===== config.mk =====
export PLATFORM = sky130hd
export DESIGN_NAME = pfsm_pin_mux
export DESIGN_NICKNAME = d
export VERILOG_FILES = /design/src/verilog/pfsm_pin_mux.v
export VERILOG_INCLUDE_DIRS = /design/src /design/src/verilog
export SDC_FILE = /design/constraint.sdc
export NUM_CORES = 1
export LEC_CHECK = 0
export BUFFER_PORTS_ARGS = -buffer_cell sky130_fd_sc_hd__buf_2
export CAP_MARGIN = 20
export CELL_PAD_IN_SITES_DETAIL_PLACEMENT = 1
export CELL_PAD_IN_SITES_GLOBAL_PLACEMENT = 2
export CORE_UTILIZATION = 32
export DETAILED_ROUTE_END_ITERATION = 7
export PLACE_DENSITY = 0.82
export RECOVER_POWER = 50
export SKIP_CTS_REPAIR_TIMING = 1
export SYNTH_ARGS = -nofsm -noshare
export SYNTH_HDL_FRONTEND = slang
export SYNTH_SLANG_ARGS = --single-unit

===== constraint.sdc =====
create_clock -name aclk -period 10.6 [get_ports aclk]
set_clock_uncertainty 0.15 [all_clocks]
set_input_delay 2.12 -clock aclk [delete_from_list [all_inputs] [get_ports aclk]]
set_output_delay 2.12 -clock aclk [all_outputs]
set_load 0.1 [all_outputs]

===== src/verilog/pfsm_defines.vh =====
`ifndef PFSM_DEFINES_VH
`define PFSM_DEFINES_VH

// register byte offsets on the bus
`define PFSM_OFF_PA0 8'h00
`define PFSM_OFF_PA1 8'h04
`define PFSM_OFF_PB0 8'h08
`define PFSM_OFF_PB1 8'h0C
`define PFSM_OFF_PC0 8'h10
`define PFSM_OFF_PC1 8'h14
`define PFSM_OFF_PD0 8'h18
`define PFSM_OFF_PD1 8'h1C
`define PFSM_OFF_PE0 8'h20
`define PFSM_OFF_STAT 8'h24

// register reset value
`define PFSM_RST_VAL 8'h00

// selection codes
`define PFSM_SEL_GPIO 2'h0
`define PFSM_SEL_ALT1 2'h1
`define PFSM_SEL_ALT2 2'h2
`define PFSM_SEL_ALT3 2'h3

// function codes driven per pin
`define PFSM_FN_GPIO 4'h0
`define PFSM_FN_SLAVE_SEL 4'h1
`define PFSM_FN_XTAL 4'h2
`define PFSM_FN_TMR_OUT 4'h3
`define PFSM_FN_TMR_OUT_INV 4'h4
`define PFSM_FN_SER_OUT 4'h5
`define PFSM_FN_UART 4'h6
`define PFSM_FN_SER_CLK 4'h7
`define PFSM_FN_SER_IN 4'h8
`define PFSM_FN_VREF 4'h9
`define PFSM_FN_ANALOG 4'hA
`define PFSM_FN_TOUCH 4'hB

// variant codes
`define PFSM_VAR_V1 2'h0
`define PFSM_VAR_V2 2'h1
`define PFSM_VAR_V3 2'h2
`define PFSM_VAR_V4 2'h3

// bus response codes
`define PFSM_RESP_OKAY 2'h0
`define PFSM_RESP_SLVERR 2'h2

`endif


===== src/verilog/pfsm_pin_mux.v =====
// Operation
// [RULE1] port a bit 3: 01 slave select, 10 crystal pin one, else general io
// [RULE2] port a bit 2: 01 slave select, else io; v1 io adds timer1 clock
// [RULE3] port a bit 1: 01 compact timer 0 output, else general io
// [RULE4] port a bit 0: 01 serial data out, else general io
// [RULE5] v1 only, port a bit 7: 01 compact timer 1 output, else io
// [RULE6] port a bit 5: 01 inverted compact timer 0 output, else io
// [RULE7] port a bit 4: 01 serial data out, 10 crystal pin two, else io
// [RULE8] unimplemented bits of second port a register read zero
// [RULE9] port b bit 3: 01 uart receive, 11 analog 3, else io
// [RULE10] port b bit 2: 00 io+capture, 01 uart tx, 10 periodic out, 11 an2
// [RULE11] port b bit 1: 01 serial clock, 11 analog 1, else io
// [RULE12] port b bit 0: 01 serial data in, 10 reference, 11 analog 0
// [RULE13] port b bit 7: 00/01 io+interrupt, 10 touch 4, 11 analog 7
// [RULE14] port b bits 6,5: io+timer clocks, 10 touch 3/2, 11 analog 6/5
// [RULE15] port b bit 4: io+capture, 01 periodic inv, 10 touch 1, 11 an4
// [RULE16] port c pins 0-7: 10 touch 5-12; pins 4-7 only v2-v4
// [RULE17] port d pins 0-3 (v2-v4): 10 touch 13-16, else io
// [RULE18] port d pins 4-7 (v2-v4): 10 touch 17-20, else io
// [RULE19] port e bit 3: 01 std inv out; 10 touch 12/io/24 by variant
// [RULE20] port e bit 2: 01 std timer out; 10 touch 11/io/23 by variant
// [RULE21] port e bit 1: 10 touch 10 v1, 22 v3-v4; v2 unimplemented, reads 0
// [RULE22] fields reset to 00 and drive the mux from stored values
//
// The AXI4-Lite register port and the register offsets were left to the implementer.
`timescale 1ns/10ps
`default_nettype none
`include "pfsm_defines.vh"

module pfsm_pin_mux #(
    parameter [1:0] VARIANT = 2'h3
) (
    // clock and reset
    input wire aclk,
    input wire aresetn,
    input wire clk_en,
    // axi4-lite write address
    input wire [7:0] s_axi_awaddr,
    input wire s_axi_awvalid,
    output reg s_axi_awready,
    // axi4-lite write data
    input wire [31:0] s_axi_wdata,
    input wire [3:0] s_axi_wstrb,
    input wire s_axi_wvalid,
    output reg s_axi_wready,
    // axi4-lite write response
    output reg [1:0] s_axi_bresp,
    output reg s_axi_bvalid,
    input wire s_axi_bready,
    // axi4-lite read address
    input wire [7:0] s_axi_araddr,
    input wire s_axi_arvalid,
    output reg s_axi_arready,
    // axi4-lite read data
    output reg [31:0] s_axi_rdata,
    output reg [1:0] s_axi_rresp,
    output reg s_axi_rvalid,
    input wire s_axi_rready,
    // per pin function codes, 4 bits per pin, pin 0 in the low nibble
    output reg [31:0] port_a_func_r,
    output reg [31:0] port_b_func_r,
    output reg [31:0] port_c_func_r,
    output reg [31:0] port_d_func_r,
    output reg [15:0] port_e_func_r,
    // extra input roles while a pin stays general io
    output reg compact_timer1_clock_in_en_r,
    output reg [1:0] periodic_timer_capture_in_en_r,
    output reg periodic_timer_clock_in_en_r,
    output reg standard_timer_clock_in_en_r,
    output reg external_interrupt_one_en_r,
    output reg [1:0] standard_timer_capture_in_en_r,
    // touch key index per pin, zero when not touch
    output reg [5:0] porte_bit3_touch_r,
    output reg [5:0] porte_bit2_touch_r,
    output reg [5:0] porte_bit1_touch_r
);

////////////////////////////////////////////////////////////////////////////////
// selection registers

reg [7:0] port_a_func_sel_0_r;
reg [7:0] port_a_func_sel_1_r;
reg [7:0] port_b_func_sel_0_r;
reg [7:0] port_b_func_sel_1_r;
reg [7:0] port_c_func_sel_0_r;
reg [7:0] port_c_func_sel_1_r;
reg [7:0] port_d_func_sel_0_r;
reg [7:0] port_d_func_sel_1_r;
reg [7:0] port_e_func_sel_0_r;

wire is_v1 = (VARIANT == `PFSM_VAR_V1);
wire is_v2 = (VARIANT == `PFSM_VAR_V2);

// writable masks; unimplemented bits never store, so they read zero
wire [7:0] pa1_mask = is_v1 ? 8'hCF : 8'h0F; // [RULE8]
wire [7:0] pc1_mask = is_v1 ? 8'h00 : 8'hFF; // [RULE16]
wire [7:0] pd_mask = is_v1 ? 8'h00 : 8'hFF; // [RULE17] [RULE18]
wire [7:0] pe0_mask = is_v2 ? 8'hF3 : 8'hFF; // [RULE21]

////////////////////////////////////////////////////////////////////////////////
// axi4-lite slave: one write and one read at a time

reg [7:0] wr_addr_r;
reg wr_addr_ok_r;
reg [7:0] wr_data_r;
reg wr_strb0_r;
reg wr_data_ok_r;
reg [5:0] touch_count;
reg [7:0] rd_val;
reg rd_hit;
reg wr_hit;

always @* begin
    rd_hit = 1'b1;
    if (s_axi_araddr == `PFSM_OFF_PA0) begin
        rd_val = port_a_func_sel_0_r;
    end else if (s_axi_araddr == `PFSM_OFF_PA1) begin
        rd_val = port_a_func_sel_1_r;
    end else if (s_axi_araddr == `PFSM_OFF_PB0) begin
        rd_val = port_b_func_sel_0_r;
    end else if (s_axi_araddr == `PFSM_OFF_PB1) begin
        rd_val = port_b_func_sel_1_r;
    end else if (s_axi_araddr == `PFSM_OFF_PC0) begin
        rd_val = port_c_func_sel_0_r;
    end else if (s_axi_araddr == `PFSM_OFF_PC1) begin
        rd_val = port_c_func_sel_1_r;
    end else if (s_axi_araddr == `PFSM_OFF_PD0) begin
        rd_val = port_d_func_sel_0_r;
    end else if (s_axi_araddr == `PFSM_OFF_PD1) begin
        rd_val = port_d_func_sel_1_r;
    end else if (s_axi_araddr == `PFSM_OFF_PE0) begin
        rd_val = port_e_func_sel_0_r;
    end else if (s_axi_araddr == `PFSM_OFF_STAT) begin
        // count of pins currently on a touch key, read-only
        rd_val = {2'h0, touch_count};
    end else begin
        rd_val = 8'h00;
        rd_hit = 1'b0;
    end
end

always @* begin
    wr_hit = (wr_addr_r[1:0] == 2'h0) && (wr_addr_r <= `PFSM_OFF_PE0);
end

wire wr_go = wr_addr_ok_r && wr_data_ok_r && !s_axi_bvalid;

always @(posedge aclk) begin
    if (!aresetn) begin
        s_axi_awready <= 1'b1;
        s_axi_wready <= 1'b1;
        s_axi_bvalid <= 1'b0;
        s_axi_bresp <= `PFSM_RESP_OKAY;
        s_axi_arready <= 1'b1;
        s_axi_rvalid <= 1'b0;
        s_axi_rresp <= `PFSM_RESP_OKAY;
        s_axi_rdata <= 32'h00000000;
        wr_addr_r <= 8'h00;
        wr_addr_ok_r <= 1'b0;
        wr_data_r <= 8'h00;
        wr_strb0_r <= 1'b0;
        wr_data_ok_r <= 1'b0;
        port_a_func_sel_0_r <= `PFSM_RST_VAL; // [RULE22]
        port_a_func_sel_1_r <= `PFSM_RST_VAL;
        port_b_func_sel_0_r <= `PFSM_RST_VAL;
        port_b_func_sel_1_r <= `PFSM_RST_VAL;
        port_c_func_sel_0_r <= `PFSM_RST_VAL;
        port_c_func_sel_1_r <= `PFSM_RST_VAL;
        port_d_func_sel_0_r <= `PFSM_RST_VAL;
        port_d_func_sel_1_r <= `PFSM_RST_VAL;
        port_e_func_sel_0_r <= `PFSM_RST_VAL;
    end else if (clk_en) begin
        if (s_axi_awvalid && s_axi_awready) begin
            wr_addr_r <= s_axi_awaddr;
            wr_addr_ok_r <= 1'b1;
            s_axi_awready <= 1'b0;
        end
        if (s_axi_wvalid && s_axi_wready) begin
            wr_data_r <= s_axi_wdata[7:0];
            wr_strb0_r <= s_axi_wstrb[0];
            wr_data_ok_r <= 1'b1;
            s_axi_wready <= 1'b0;
        end
        if (wr_go) begin
            wr_addr_ok_r <= 1'b0;
            wr_data_ok_r <= 1'b0;
            s_axi_bvalid <= 1'b1;
            s_axi_bresp <= wr_hit ? `PFSM_RESP_OKAY : `PFSM_RESP_SLVERR;
            // only byte lane 0 holds register bits
            if (wr_hit && wr_strb0_r) begin
                if (wr_addr_r == `PFSM_OFF_PA0) begin
                    port_a_func_sel_0_r <= wr_data_r;
                end else if (wr_addr_r == `PFSM_OFF_PA1) begin
                    port_a_func_sel_1_r <= wr_data_r & pa1_mask; // [RULE8]
                end else if (wr_addr_r == `PFSM_OFF_PB0) begin
                    port_b_func_sel_0_r <= wr_data_r;
                end else if (wr_addr_r == `PFSM_OFF_PB1) begin
                    port_b_func_sel_1_r <= wr_data_r;
                end else if (wr_addr_r == `PFSM_OFF_PC0) begin
                    port_c_func_sel_0_r <= wr_data_r;
                end else if (wr_addr_r == `PFSM_OFF_PC1) begin
                    port_c_func_sel_1_r <= wr_data_r & pc1_mask; // [RULE16]
                end else if (wr_addr_r == `PFSM_OFF_PD0) begin
                    port_d_func_sel_0_r <= wr_data_r & pd_mask; // [RULE17]
                end else if (wr_addr_r == `PFSM_OFF_PD1) begin
                    port_d_func_sel_1_r <= wr_data_r & pd_mask; // [RULE18]
                end else begin
                    port_e_func_sel_0_r <= wr_data_r & pe0_mask; // [RULE21]
                end
            end
        end
        if (s_axi_bvalid && s_axi_bready) begin
            s_axi_bvalid <= 1'b0;
            s_axi_awready <= 1'b1;
            s_axi_wready <= 1'b1;
        end
        if (s_axi_arvalid && s_axi_arready) begin
            s_axi_arready <= 1'b0;
            s_axi_rvalid <= 1'b1;
            s_axi_rdata <= {24'h000000, rd_val};
            s_axi_rresp <= rd_hit ? `PFSM_RESP_OKAY : `PFSM_RESP_SLVERR;
        end
        if (s_axi_rvalid && s_axi_rready) begin
            s_axi_rvalid <= 1'b0;
            s_axi_arready <= 1'b1;
        end
    end
end

////////////////////////////////////////////////////////////////////////////////
// function decode, combinational from the stored fields

reg [31:0] fa;
reg [31:0] fb;
reg [31:0] fc;
reg [31:0] fd;
reg [15:0] fe;
reg [5:0] tk3;
reg [5:0] tk2;
reg [5:0] tk1;
integer i, j;

always @* begin
    fa = 32'h00000000;
    fb = 32'h00000000;
    fc = 32'h00000000;
    fd = 32'h00000000;
    fe = 16'h0000;
    tk3 = 6'h00;
    tk2 = 6'h00;
    tk1 = 6'h00;
    // port a
    case (port_a_func_sel_0_r[7:6])
        `PFSM_SEL_ALT1: fa[15:12] = `PFSM_FN_SLAVE_SEL; // [RULE1]
        `PFSM_SEL_ALT2: fa[15:12] = `PFSM_FN_XTAL; // [RULE1]
        default: fa[15:12] = `PFSM_FN_GPIO;
    endcase
    if (port_a_func_sel_0_r[5:4] == `PFSM_SEL_ALT1) begin
        fa[11:8] = `PFSM_FN_SLAVE_SEL; // [RULE2]
    end
    if (port_a_func_sel_0_r[3:2] == `PFSM_SEL_ALT1) begin
        fa[7:4] = `PFSM_FN_TMR_OUT; // [RULE3]
    end
    if (port_a_func_sel_0_r[1:0] == `PFSM_SEL_ALT1) begin
        fa[3:0] = `PFSM_FN_SER_OUT; // [RULE4]
    end
    if (is_v1 && port_a_func_sel_1_r[7:6] == `PFSM_SEL_ALT1) begin
        fa[31:28] = `PFSM_FN_TMR_OUT; // [RULE5]
    end
    if (port_a_func_sel_1_r[3:2] == `PFSM_SEL_ALT1) begin
        fa[23:20] = `PFSM_FN_TMR_OUT_INV; // [RULE6]
    end
    case (port_a_func_sel_1_r[1:0])
        `PFSM_SEL_ALT1: fa[19:16] = `PFSM_FN_SER_OUT; // [RULE7]
        `PFSM_SEL_ALT2: fa[19:16] = `PFSM_FN_XTAL; // [RULE7]
        default: fa[19:16] = `PFSM_FN_GPIO;
    endcase
    // port b, low four pins: codes map to fixed functions
    case (port_b_func_sel_0_r[7:6])
        `PFSM_SEL_ALT1: fb[15:12] = `PFSM_FN_UART; // [RULE9]
        `PFSM_SEL_ALT3: fb[15:12] = `PFSM_FN_ANALOG; // [RULE9]
        default: fb[15:12] = `PFSM_FN_GPIO;
    endcase
    case (port_b_func_sel_0_r[5:4])
        `PFSM_SEL_ALT1: fb[11:8] = `PFSM_FN_UART; // [RULE10]
        `PFSM_SEL_ALT2: fb[11:8] = `PFSM_FN_TMR_OUT; // [RULE10]
        `PFSM_SEL_ALT3: fb[11:8] = `PFSM_FN_ANALOG; // [RULE10]
        default: fb[11:8] = `PFSM_FN_GPIO;
    endcase
    case (port_b_func_sel_0_r[3:2])
        `PFSM_SEL_ALT1: fb[7:4] = `PFSM_FN_SER_CLK; // [RULE11]
        `PFSM_SEL_ALT3: fb[7:4] = `PFSM_FN_ANALOG; // [RULE11]
        default: fb[7:4] = `PFSM_FN_GPIO;
    endcase
    case (port_b_func_sel_0_r[1:0])
        `PFSM_SEL_ALT1: fb[3:0] = `PFSM_FN_SER_IN; // [RULE12]
        `PFSM_SEL_ALT2: fb[3:0] = `PFSM_FN_VREF; // [RULE12]
        `PFSM_SEL_ALT3: fb[3:0] = `PFSM_FN_ANALOG; // [RULE12]
        default: fb[3:0] = `PFSM_FN_GPIO;
    endcase
    // port b, high four pins: 10 touch, 11 analog
    for (i = 0; i < 4; i = i + 1) begin
        case (port_b_func_sel_1_r[2*i+:2])
            `PFSM_SEL_ALT2: fb[16+4*i+:4] = `PFSM_FN_TOUCH; // [RULE13] [RULE14] [RULE15]
            `PFSM_SEL_ALT3: fb[16+4*i+:4] = `PFSM_FN_ANALOG; // [RULE13] [RULE14] [RULE15]
            default: fb[16+4*i+:4] = `PFSM_FN_GPIO;
        endcase
    end
    if (port_b_func_sel_1_r[1:0] == `PFSM_SEL_ALT1) begin
        fb[19:16] = `PFSM_FN_TMR_OUT_INV; // [RULE15]
    end
    // ports c and d: 10 touch, the rest io; masks keep v1 port c pins 4-7 and port d fields zero
    for (i = 0; i < 4; i = i + 1) begin
        if (port_c_func_sel_0_r[2*i+:2] == `PFSM_SEL_ALT2) begin
            fc[4*i+:4] = `PFSM_FN_TOUCH; // [RULE16]
        end
        if (port_c_func_sel_1_r[2*i+:2] == `PFSM_SEL_ALT2) begin
            fc[16+4*i+:4] = `PFSM_FN_TOUCH; // [RULE16]
        end
        if (port_d_func_sel_0_r[2*i+:2] == `PFSM_SEL_ALT2) begin
            fd[4*i+:4] = `PFSM_FN_TOUCH; // [RULE17]
        end
        if (port_d_func_sel_1_r[2*i+:2] == `PFSM_SEL_ALT2) begin
            fd[16+4*i+:4] = `PFSM_FN_TOUCH; // [RULE18]
        end
    end
    // port e: touch key number depends on variant, none on v2
    case (port_e_func_sel_0_r[7:6])
        `PFSM_SEL_ALT1: fe[15:12] = `PFSM_FN_TMR_OUT_INV; // [RULE19]
        `PFSM_SEL_ALT2: begin
            if (!is_v2) begin
                fe[15:12] = `PFSM_FN_TOUCH; // [RULE19]
                tk3 = is_v1 ? 6'h0C : 6'h18;
            end
        end
        default: fe[15:12] = `PFSM_FN_GPIO;
    endcase
    case (port_e_func_sel_0_r[5:4])
        `PFSM_SEL_ALT1: fe[11:8] = `PFSM_FN_TMR_OUT; // [RULE20]
        `PFSM_SEL_ALT2: begin
            if (!is_v2) begin
                fe[11:8] = `PFSM_FN_TOUCH; // [RULE20]
                tk2 = is_v1 ? 6'h0B : 6'h17;
            end
        end
        default: fe[11:8] = `PFSM_FN_GPIO;
    endcase
    if (port_e_func_sel_0_r[3:2] == `PFSM_SEL_ALT2) begin
        fe[7:4] = `PFSM_FN_TOUCH; // [RULE21]
        tk1 = is_v1 ? 6'h0A : 6'h16;
    end
end

// status: pins on touch keys, for software sanity checks
always @* begin
    touch_count = 6'h00;
    for (j = 0; j < 8; j = j + 1) begin
        touch_count = touch_count + {5'h00, fb[4*j+:4] == `PFSM_FN_TOUCH};
        touch_count = touch_count + {5'h00, fc[4*j+:4] == `PFSM_FN_TOUCH};
        touch_count = touch_count + {5'h00, fd[4*j+:4] == `PFSM_FN_TOUCH};
    end
    for (j = 0; j < 4; j = j + 1) begin
        touch_count = touch_count + {5'h00, fe[4*j+:4] == `PFSM_FN_TOUCH};
    end
end

////////////////////////////////////////////////////////////////////////////////
// registered outputs; a write is visible one cycle after the store

always @(posedge aclk) begin
    if (!aresetn) begin
        port_a_func_r <= 32'h00000000;
        port_b_func_r <= 32'h00000000;
        port_c_func_r <= 32'h00000000;
        port_d_func_r <= 32'h00000000;
        port_e_func_r <= 16'h0000;
        compact_timer1_clock_in_en_r <= is_v1;
        periodic_timer_capture_in_en_r <= 2'h3;
        periodic_timer_clock_in_en_r <= 1'b1;
        standard_timer_clock_in_en_r <= 1'b1;
        external_interrupt_one_en_r <= 1'b1;
        standard_timer_capture_in_en_r <= 2'h3;
        porte_bit3_touch_r <= 6'h00;
        porte_bit2_touch_r <= 6'h00;
        porte_bit1_touch_r <= 6'h00;
    end else if (clk_en) begin
        port_a_func_r <= fa; // [RULE22]
        port_b_func_r <= fb;
        port_c_func_r <= fc;
        port_d_func_r <= fd;
        port_e_func_r <= fe;
        compact_timer1_clock_in_en_r <= is_v1 && fa[11:8] == `PFSM_FN_GPIO; // [RULE2]
        periodic_timer_capture_in_en_r <= {port_b_func_sel_1_r[1:0] == `PFSM_SEL_GPIO,
            port_b_func_sel_0_r[5:4] == `PFSM_SEL_GPIO}; // [RULE10] [RULE15]
        periodic_timer_clock_in_en_r <= !port_b_func_sel_1_r[5]; // [RULE14]
        standard_timer_clock_in_en_r <= !port_b_func_sel_1_r[3]; // [RULE14]
        external_interrupt_one_en_r <= !port_b_func_sel_1_r[7]; // [RULE13]
        standard_timer_capture_in_en_r <= {fe[15:12] == `PFSM_FN_GPIO,
            fe[11:8] == `PFSM_FN_GPIO}; // [RULE19] [RULE20]
        porte_bit3_touch_r <= tk3;
        porte_bit2_touch_r <= tk2;
        porte_bit1_touch_r <= tk1;
    end
end

endmodule
`default_nettype wire

==> results_tabular.tex, run 1 <==
\begin{tabular}{lr}
\hline
Metric & Value \\
\hline
\multicolumn{2}{l}{\textbf{Routing}} \\
Via count normalized by instance count & 4.74 \\
Number of design rule violations left after detail routing & 28 \\
Routed vias & 6642 \\
Wire length reported by the detailed router & 24200 µm \\
Average wire length per cell after detail routing & 17.3 µm \\
TritonRoute pass-1 iters & 7 \\
Remaining antenna violation count after routing & 0 \\
Number of violations reported at the end of detailed-routing iteration 0 & 389 \\
\multicolumn{2}{l}{\textbf{Cells and area}} \\
Final-stage net count & 1138 \\
Fill cell count & 3183 \\
Antenna fix cells & 0 \\
Number of flip-flops under the largest register name & 22 \\
Multi-input gate area in the final layout & 4290 µm² \\
Summed area of non-filler cells in the final layout & 9380 µm² \\
Largest register by flop count & port\_b\_func\_r \\
Register area & 3200 µm² \\
Synthesis-to-finish area growth & 9.63\% \\
Proportion of layout cells with a drive suffix above 1 & 10.9\% \\
\multicolumn{2}{l}{\textbf{Worst setup path}} \\
Crit path DAT & 6.43 ns \\
Setup slack of the worst register-to-register path & 5.14 ns \\
WP buf/inv & 2 \\
Worst path cell trace & clkbuf\_1 -> clkbuf\_1 -> nand3\_1 -> nand2\_1 -> a21oi\_1 \\
Peak fanout along the critical path & 53 \\
Crit path from & clk\_en \\
Slowest stage cell on the critical path & sky130\_fd\_sc\_hd\_\_clkbuf\_1 \\
Most numerous cell on the critical path & sky130\_fd\_sc\_hd\_\_clkbuf\_1 \\
Startpoint types & input pin \\
Category of the critical setup timing path & input pin to flip-flop \\
Endpoint required time on the critical path & 10.74 ns \\
Beginning of the worst register-to-register path & port\_c\_func\_sel\_0\_r[1] \\
Cell type group with the largest total delay on the critical path & buffers and inverters \\
CP max stage delay & 1.71 ns \\
Crit end category & flip-flop \\
\multicolumn{2}{l}{\textbf{STA}} \\
Maximum clock rate & 0.159 GHz \\
TNS Setup & 0 ns \\
Slew of the pin with the lowest slew margin & 2.26 ns \\
Final hold viol count & 0 \\
Final number of max-transition violations & 100 \\
Tcrit/Tclk final & 59.3\% \\
Worst relative slew slack & -50.6\% \\
Number of endpoints failing setup at the final stage & 0 \\
Setup repair after global routing missed its margin & false \\
Min Tclk post-route & 6.28 ns \\
\multicolumn{2}{l}{\textbf{Flow run}} \\
Maximum Capacitance Violations & 2 \\
\multicolumn{2}{l}{\textbf{Clock tree}} \\
TritonCTS clock tree & built \\
Clock latency on the worst-skew pair & 0.44 ns \\
Clock-pin slew on the worst setup and hold paths & 0.07 ns \\
Clk buf depth & 2 \\
Number of sinks handled by clock tree synthesis & 160 \\
CTS H-tree lvls & 4 \\
Cell at the root of the clock tree & sky130\_fd\_sc\_hd\_\_clkbuf\_16 \\
Number of buffers added by the clock tree synthesis step & 17 \\
\multicolumn{2}{l}{\textbf{Logic synthesis}} \\
Mapped Area & 8560 µm² \\
Number of library cell types mapped by synthesis & 61 \\
Sequential cell area fraction in the yosys report & 37.4\% \\
Most area-hungry cell type in the Yosys netlist & sky130\_fd\_sc\_hd\_\_dfxtp\_1 \\
Synthesized instance count & 981 \\
Fraction of synthesis flops using an asynchronous set or reset pin & 0\% \\
Top-area cell type share of the netlist area & 37.4\% \\
Average cell area after synthesis & 8.72 µm² \\
Dominant register cell in the synthesized netlist & sky130\_fd\_sc\_hd\_\_dfxtp\_1 \\
Cell with the most instances after synthesis & sky130\_fd\_sc\_hd\_\_dfxtp\_1 \\
Count of state elements after synthesis & 160 \\
Most numerous cell types in the synthesized netlist & sky130\_fd\_sc\_hd\_\_dfxtp\_1, sky130\_fd\_sc\_hd\_\_buf\_4, sky130\_fd\_sc\_hd\_\_nor2\_1 \\
Number of flops mapped to enable cells by yosys & 0 \\
Yosys warnings & 0 \\
Main area contributors after synthesis & sky130\_fd\_sc\_hd\_\_dfxtp\_1, sky130\_fd\_sc\_hd\_\_buf\_4, sky130\_fd\_sc\_hd\_\_mux2i\_1, sky130\_fd\_sc\_hd\_\_nor2\_1, sky130\_fd\_sc\_hd\_\_fa\_1 \\
\multicolumn{2}{l}{\textbf{Placed design}} \\
PortBufs & 159 \\
Post-detail-place hpwl & 17500 µm \\
Placement-stage cell area & 8870 µm² \\
RD Place Congestion & 0.831 \\
\multicolumn{2}{l}{\textbf{Global routing}} \\
Pin count of the biggest net entering global routing & 72 \\
Initial antenna violation count & 0 \\
Remaining global-route overflow & 0 \\
Number of global-route vias before repair & 6449 \\
Global-route wire length before repair & 37100 µm \\
Total Routing Usage GR & 18.0\% \\
\multicolumn{2}{l}{\textbf{Run status}} \\
Violated checks & design-rule violations, max-capacitance violations, max-slew violations \\
Run status & finished, violations left \\
\multicolumn{2}{l}{\textbf{Floorplanning}} \\
Count of boundary I/O pins & 271 \\
Core Box Area & 26100 µm² \\
Std-Cell Rows & 59 \\
Die Span X & 166 µm \\
Floorplan die area & 27400 µm² \\
Starting density of the core & 32.7\% \\
Vert. Die Dim & 166 µm \\
\multicolumn{2}{l}{\textbf{Worst hold path}} \\
Class of the worst hold path & flip-flop to flip-flop \\
Hold path start & port\_b\_func\_r[11] \\
\multicolumn{2}{l}{\textbf{Power and ir drop}} \\
Static leakage & 3.84 nW \\
Pwr/cell area & 162 nW/µm² \\
Peak supply drop & 119 µV \\
\hline
\end{tabular}
-- routing by layer --
metal / track usage (%) / up-vias / wire [µm]
met5: 0 / - / 0
met4: 6.28 / 0 / 458
met3: 2.72 / 29 / 1090
met2: 29.4 / 195 / 11500
met1: 23.9 / 3215 / 11200
li1: - / 3203 / -
-- cell usage in the layout (no fill, tap or decap), types with 18 or more instances in the layout --
master / n
sky130_fd_sc_hd__nand3b_1: 20
sky130_fd_sc_hd__fa_1: 18
sky130_fd_sc_hd__clkbuf_1: 100
sky130_fd_sc_hd__conb_1: 86
sky130_fd_sc_hd__nand2b_1: 40
sky130_fd_sc_hd__a21oi_1: 69
sky130_fd_sc_hd__mux2i_1: 88
sky130_fd_sc_hd__o21ai_0: 28
sky130_fd_sc_hd__buf_2: 60
sky130_fd_sc_hd__nand2_1: 89
sky130_fd_sc_hd__nor2_1: 107
sky130_fd_sc_hd__dfxtp_1: 160
sky130_fd_sc_hd__inv_1: 33
-- where the power goes --
| part | switching [mW] | internal [mW] |
|---|---|---|
| logic | 0.197 | 0.0241 |
| registers | 0.0127 | 0.607 |
| clock network | 0.280 | 0.403 |
| total | 0.490 | 1.03 |
-- path summary, 6_finish.rpt --
check             cells after the start                 to
setup / recovery                      5         wr_strb0_r
hold / removal                        2  port_b_func_r[11]
setup reg to reg                     14     s_axi_rdata[4]
hold reg to reg                       2  port_b_func_r[11]
-- worst register-to-register path: stages, from the launching register on --
cell and delay [ns]:
sky130_fd_sc_hd__dfxtp_1 0.35, sky130_fd_sc_hd__nor2b_1 0.43, sky130_fd_sc_hd__fa_1 0.48, sky130_fd_sc_hd__inv_1 0.09, sky130_fd_sc_hd__fa_1 0.45, sky130_fd_sc_hd__fa_1 0.53
sky130_fd_sc_hd__fa_1 0.56, sky130_fd_sc_hd__fa_1 0.43, sky130_fd_sc_hd__fa_1 0.41, sky130_fd_sc_hd__fa_1 0.43, sky130_fd_sc_hd__nor2b_1 0.12, sky130_fd_sc_hd__o21ai_0 0.08
sky130_fd_sc_hd__a311o_1 0.37, sky130_fd_sc_hd__a221o_1 0.40, sky130_fd_sc_hd__a21oi_1 0.13
-- cell type report --
type	count	area share, %
sequential	160	34.1
multi-input combinational	676	45.7
clock inverter	15	2.35
tap	335	4.47
timing repair buffer	163	7.44
inverter	34	1.39
clock buffer	17	4.53
-- metrics by stage --
step / hold WS (ns) / total power, mW / std cells / worst slack (ns) / utilization [%]
floorplan: 0.310 / 0.850 / 1065 / 5.71 / -
global route: 0.334 / 1.58 / 1400 / 3.82 / 35.9
global placement: 0.298 / 0.854 / 1368 / 5.21 / 34.0
finish: 0.313 / 1.52 / 1400 / 4.32 / 35.9
detailed placement: 0.302 / 0.856 / 1368 / 5.14 / 34.0
CTS: 0.313 / 1.54 / 1400 / 5.12 / 36.4
-- cell families (layout without fill, tap and decap cells) --
family          Yosys count  after routing  synth area share, %
compound gates          147            147                 10.7
xor+xnor                  1              1                0.102
fa+ha+maj                26             26                 5.38
buf+inv                 229            229                 16.2
flops                   160            160                 37.4
mux                      91             91                 10.7
other cells               2             86               0.0878
simple gates            325            325                 19.4
(Power assumes the default switching activity.)
==> inputs of run 2 (changes only) <==
--- a/config.mk
+++ b/config.mk
@@ -6,13 +6,14 @@
 export SDC_FILE = /design/constraint.sdc
 export NUM_CORES = 1
 export LEC_CHECK = 0
+export ABC_AREA = 1
 export BUFFER_PORTS_ARGS = -buffer_cell sky130_fd_sc_hd__buf_2
 export CAP_MARGIN = 20
 export CELL_PAD_IN_SITES_DETAIL_PLACEMENT = 1
 export CELL_PAD_IN_SITES_GLOBAL_PLACEMENT = 2
-export CORE_UTILIZATION = 32
+export CORE_UTILIZATION = 28
 export DETAILED_ROUTE_END_ITERATION = 7
-export PLACE_DENSITY = 0.82
+export PLACE_DENSITY = 0.76
 export RECOVER_POWER = 50
 export SKIP_CTS_REPAIR_TIMING = 1
 export SYNTH_ARGS = -nofsm -noshare
==> constraint.sdc (replaced) <==
create_clock -name aclk -period 5.9 [get_ports aclk]
set_clock_uncertainty 0.15 [all_clocks]
set_input_delay 1.18 -clock aclk [delete_from_list [all_inputs] [get_ports aclk]]
set_output_delay 1.18 -clock aclk [all_outputs]
set_load 0.1 [all_outputs]
==> results_tabular.tex, run 2 <==
\begin{tabular}{lr}
\hline
Metric & Value \\
\hline
\multicolumn{2}{l}{\textbf{Run status}} \\
Run status & finished, violations left \\
Violated checks & max-capacitance violations, max-slew violations \\
\multicolumn{2}{l}{\textbf{Worst setup path}} \\
Crit end category & flip-flop \\
Setup slack of the worst register-to-register path & 0.62 ns \\
Startpoint types & flip-flop \\
Beginning of the worst register-to-register path & port\_c\_func\_sel\_1\_r[7] \\
Crit path DAT & 5.39 ns \\
Destination of the worst register-to-register timing path & s\_axi\_rdata[1] \\
Crit path from & port\_c\_func\_sel\_1\_r[7] \\
Length in cells of the worst reg-to-reg path & 19 \\
Worst setup endpoint & s\_axi\_rdata[1] \\
Endpoint required time on the critical path & 6.02 ns \\
Category of the critical setup timing path & flip-flop to flip-flop \\
Peak fanout along the critical path & 2 \\
\multicolumn{2}{l}{\textbf{Global routing}} \\
Global-route wire length before repair & 39100 µm \\
Met1 demand-to-capacity share in global routing & 23.2\% \\
GRT Max-Usage Layer & met2 \\
Total Routing Usage GR & 17.0\% \\
Pin count of the biggest net entering global routing & 97 \\
GR Layer Usage met3 & 3.01\% \\
Initial antenna violation count & 0 \\
Met2 track demand over resource in global routing & 27.3\% \\
Number of global-route vias before repair & 6710 \\
Remaining global-route overflow & 0 \\
\multicolumn{2}{l}{\textbf{Logic synthesis}} \\
Yosys warnings & 0 \\
Cell with the most instances after synthesis & sky130\_fd\_sc\_hd\_\_dfxtp\_1 \\
Sequential cell area fraction in the yosys report & 39.2\% \\
Most area-hungry cell type in the Yosys netlist & sky130\_fd\_sc\_hd\_\_dfxtp\_1 \\
Dominant register cell in the synthesized netlist & sky130\_fd\_sc\_hd\_\_dfxtp\_1 \\
Count of state elements after synthesis & 160 \\
Synthesized instance count & 1051 \\
Number of flops mapped to enable cells by yosys & 0 \\
Number of library cell types mapped by synthesis & 45 \\
Most numerous cell types in the synthesized netlist & sky130\_fd\_sc\_hd\_\_dfxtp\_1, sky130\_fd\_sc\_hd\_\_buf\_4, sky130\_fd\_sc\_hd\_\_nor2\_1 \\
Mapped Area & 8170 µm² \\
Main area contributors after synthesis & sky130\_fd\_sc\_hd\_\_dfxtp\_1, sky130\_fd\_sc\_hd\_\_buf\_4, sky130\_fd\_sc\_hd\_\_a21oi\_1, sky130\_fd\_sc\_hd\_\_o21ai\_0, sky130\_fd\_sc\_hd\_\_nor2\_1 \\
Top-area cell type share of the netlist area & 39.2\% \\
Fraction of synthesis flops using an asynchronous set or reset pin & 0\% \\
Average cell area after synthesis & 7.77 µm² \\
\multicolumn{2}{l}{\textbf{Clock tree}} \\
TritonCTS clock tree & built \\
Number of sinks handled by clock tree synthesis & 160 \\
Clock-pin slew on the worst setup and hold paths & 0.07 ns \\
CTS H-tree lvls & 4 \\
Cell at the root of the clock tree & sky130\_fd\_sc\_hd\_\_clkbuf\_16 \\
Clock latency on the worst-skew pair & 0.44 ns \\
Number of buffers added by the clock tree synthesis step & 17 \\
Clk buf depth & 2 \\
\multicolumn{2}{l}{\textbf{STA}} \\
Final hold viol count & 0 \\
Worst relative slew slack & -158\% \\
Final number of max-transition violations & 97 \\
Maximum clock rate & 0.189 GHz \\
Setup repair after global routing missed its margin & false \\
TNS Setup & 0 ns \\
Tcrit/Tclk final & 89.5\% \\
Slew of the pin with the lowest slew margin & 3.87 ns \\
Min Tclk post-route & 5.28 ns \\
Number of endpoints failing setup at the final stage & 0 \\
\multicolumn{2}{l}{\textbf{Floorplanning}} \\
Count of boundary I/O pins & 271 \\
Vert. Die Dim & 173 µm \\
Std-Cell Rows & 62 \\
Floorplan die area & 29900 µm² \\
Starting density of the core & 28.5\% \\
Die Span X & 173 µm \\
Core Box Area & 28700 µm² \\
\multicolumn{2}{l}{\textbf{Cells and area}} \\
Commonest non-fill, non-tap cells in the layout & sky130\_fd\_sc\_hd\_\_dfxtp\_1, sky130\_fd\_sc\_hd\_\_nor2\_1, sky130\_fd\_sc\_hd\_\_nand2\_1, sky130\_fd\_sc\_hd\_\_a21oi\_1, sky130\_fd\_sc\_hd\_\_inv\_1 \\
Number of flip-flops under the largest register name & 22 \\
Antenna fix cells & 0 \\
Largest register by flop count & port\_b\_func\_r \\
Core occupancy in the finished layout & 31.5\% \\
Final-stage net count & 1227 \\
Synthesis-to-finish area growth & 10.6\% \\
Most frequent standard cell in the layout excluding fill and tap cells & sky130\_fd\_sc\_hd\_\_dfxtp\_1 \\
Proportion of layout cells with a drive suffix above 1 & 13.0\% \\
\multicolumn{2}{l}{\textbf{Power and ir drop}} \\
Clock share of power & 37.3\% \\
Switching power total & 1.12 mW \\
Portion of total power attributed to sequential cells & 39.4\% \\
Combinational group share of total power & 23.3\% \\
Net switching fraction of the power & 39.0\% \\
Peak supply drop & 214 µV \\
Static leakage & 3.91 nW \\
Pwr/cell area & 319 nW/µm² \\
Cell-internal power & 1.76 mW \\
\multicolumn{2}{l}{\textbf{Placed design}} \\
RD Place Congestion & 0.840 \\
PortBufs & 159 \\
Post-detail-place hpwl & 18400 µm \\
\multicolumn{2}{l}{\textbf{Routing}} \\
TritonRoute pass-1 iters & 4 \\
Average wire length per cell after detail routing & 16.0 µm \\
Remaining antenna violation count after routing & 0 \\
Wire length reported by the detailed router & 24600 µm \\
Via count normalized by instance count & 4.48 \\
Number of design rule violations left after detail routing & 0 \\
Number of violations reported at the end of detailed-routing iteration 0 & 344 \\
Routed vias & 6890 \\
\multicolumn{2}{l}{\textbf{Worst hold path}} \\
Class of the worst hold path & flip-flop to flip-flop \\
\multicolumn{2}{l}{\textbf{Flow run}} \\
Maximum Capacitance Violations & 1 \\
\hline
\end{tabular}
[run 2: changes by cell type after synthesis, moves of 22 or more]
cell	previous run	this run
sky130_fd_sc_hd__o21ai_0	28	95
sky130_fd_sc_hd__a21oi_1	69	114
sky130_fd_sc_hd__mux2i_1	88	0
sky130_fd_sc_hd__nand2b_1	40	0
sky130_fd_sc_hd__inv_1	33	102
sky130_fd_sc_hd__nand2_1	89	118
sky130_fd_sc_hd__nand3_1	13	35
[run 2: worst min path at each step]
stage | from | cells past startpoint | endpoint
floorplan | wr_addr_ok_r | 2 | wr_addr_ok_r
CTS | standard_timer_capture_in_en_r[0] | 2 | standard_timer_capture_in_en_r[0]
global route | wr_data_ok_r | 2 | wr_data_ok_r
finish | standard_timer_capture_in_en_r[0] | 2 | standard_timer_capture_in_en_r[0]
detailed placement | standard_timer_capture_in_en_r[0] | 2 | standard_timer_capture_in_en_r[0]
global placement | port_b_func_r[9] | 1 | port_b_func_r[9]
[run 2: logic make-up after synthesis]
group,Yosys count,share of synthesized area [%]
and+or+nand+nor,321,17.6
buffers and inverters,285,19.9
AOI/OAI and AO/OA,256,17.4
DFF,160,39.2
adders and majority gates,26,5.64
other,2,0.0920
xor gates and xnor gates,1,0.107
[run 2: cell type report]
class / count / area (µm²)
sequential: 160 / 3200
inverter: 109 / 409
tap: 384 / 480
fill: 3586 / 19700
timing repair buffer: 163 / 732
clock buffer: 18 / 429
clock inverter: 13 / 130
multi-input combinational: 690 / 3650
[run 2: stage by stage]
step | hold slack (ns) | std cells | power [mW] | setup WS [ns] | area, µm²
finish | 0.299 | 1537 | 2.88 | 0.622 | 9030
global route | 0.328 | 1537 | 2.98 | 0.275 | 9030
CTS | 0.300 | 1537 | 2.91 | 0.550 | 9130
detailed placement | 0.285 | 1506 | 1.83 | 0.548 | 8570
global placement | 0.285 | 1506 | 1.83 | 0.616 | 8570
floorplan | 0.279 | 1135 | 1.81 | 1.20 | 8480
[run 2: critical path, stage by stage (launching register included)]
cell and delay [ns]:
sky130_fd_sc_hd__dfxtp_1 0.35, sky130_fd_sc_hd__inv_1 0.06, sky130_fd_sc_hd__nor2_1 0.30, sky130_fd_sc_hd__fa_1 0.46, sky130_fd_sc_hd__inv_1 0.08, sky130_fd_sc_hd__fa_1 0.44
sky130_fd_sc_hd__fa_1 0.51, sky130_fd_sc_hd__fa_1 0.56, sky130_fd_sc_hd__fa_1 0.44, sky130_fd_sc_hd__fa_1 0.41, sky130_fd_sc_hd__fa_1 0.51, sky130_fd_sc_hd__inv_1 0.05
sky130_fd_sc_hd__nand2_1 0.07, sky130_fd_sc_hd__nand3_1 0.07, sky130_fd_sc_hd__nor2_1 0.13, sky130_fd_sc_hd__nand4_1 0.17, sky130_fd_sc_hd__nor2_1 0.13, sky130_fd_sc_hd__nand2_1 0.07
sky130_fd_sc_hd__nand2_1 0.07, sky130_fd_sc_hd__a21oi_1 0.06
[run 2: per-layer routing]
layer	part of all wire [%]	wire, µm	vias up
met5	0	0	-
met4	1.0	250	0
met3	4.4	1090	20
met2	46	11200	207
met1	49	12100	3278
li1	-	-	3385
[run 2: power groups by stage]
stage | Sequential (mW) | Clock [mW] | Combinational (mW)
after floorplan | 1.29 | 0 | 0.525
after global placement | 1.16 | 0 | 0.674
after detailed placement | 1.16 | 0 | 0.676
after CTS | 1.13 | 1.10 | 0.678
after global routing | 1.14 | 1.15 | 0.698
final | 1.13 | 1.07 | 0.672
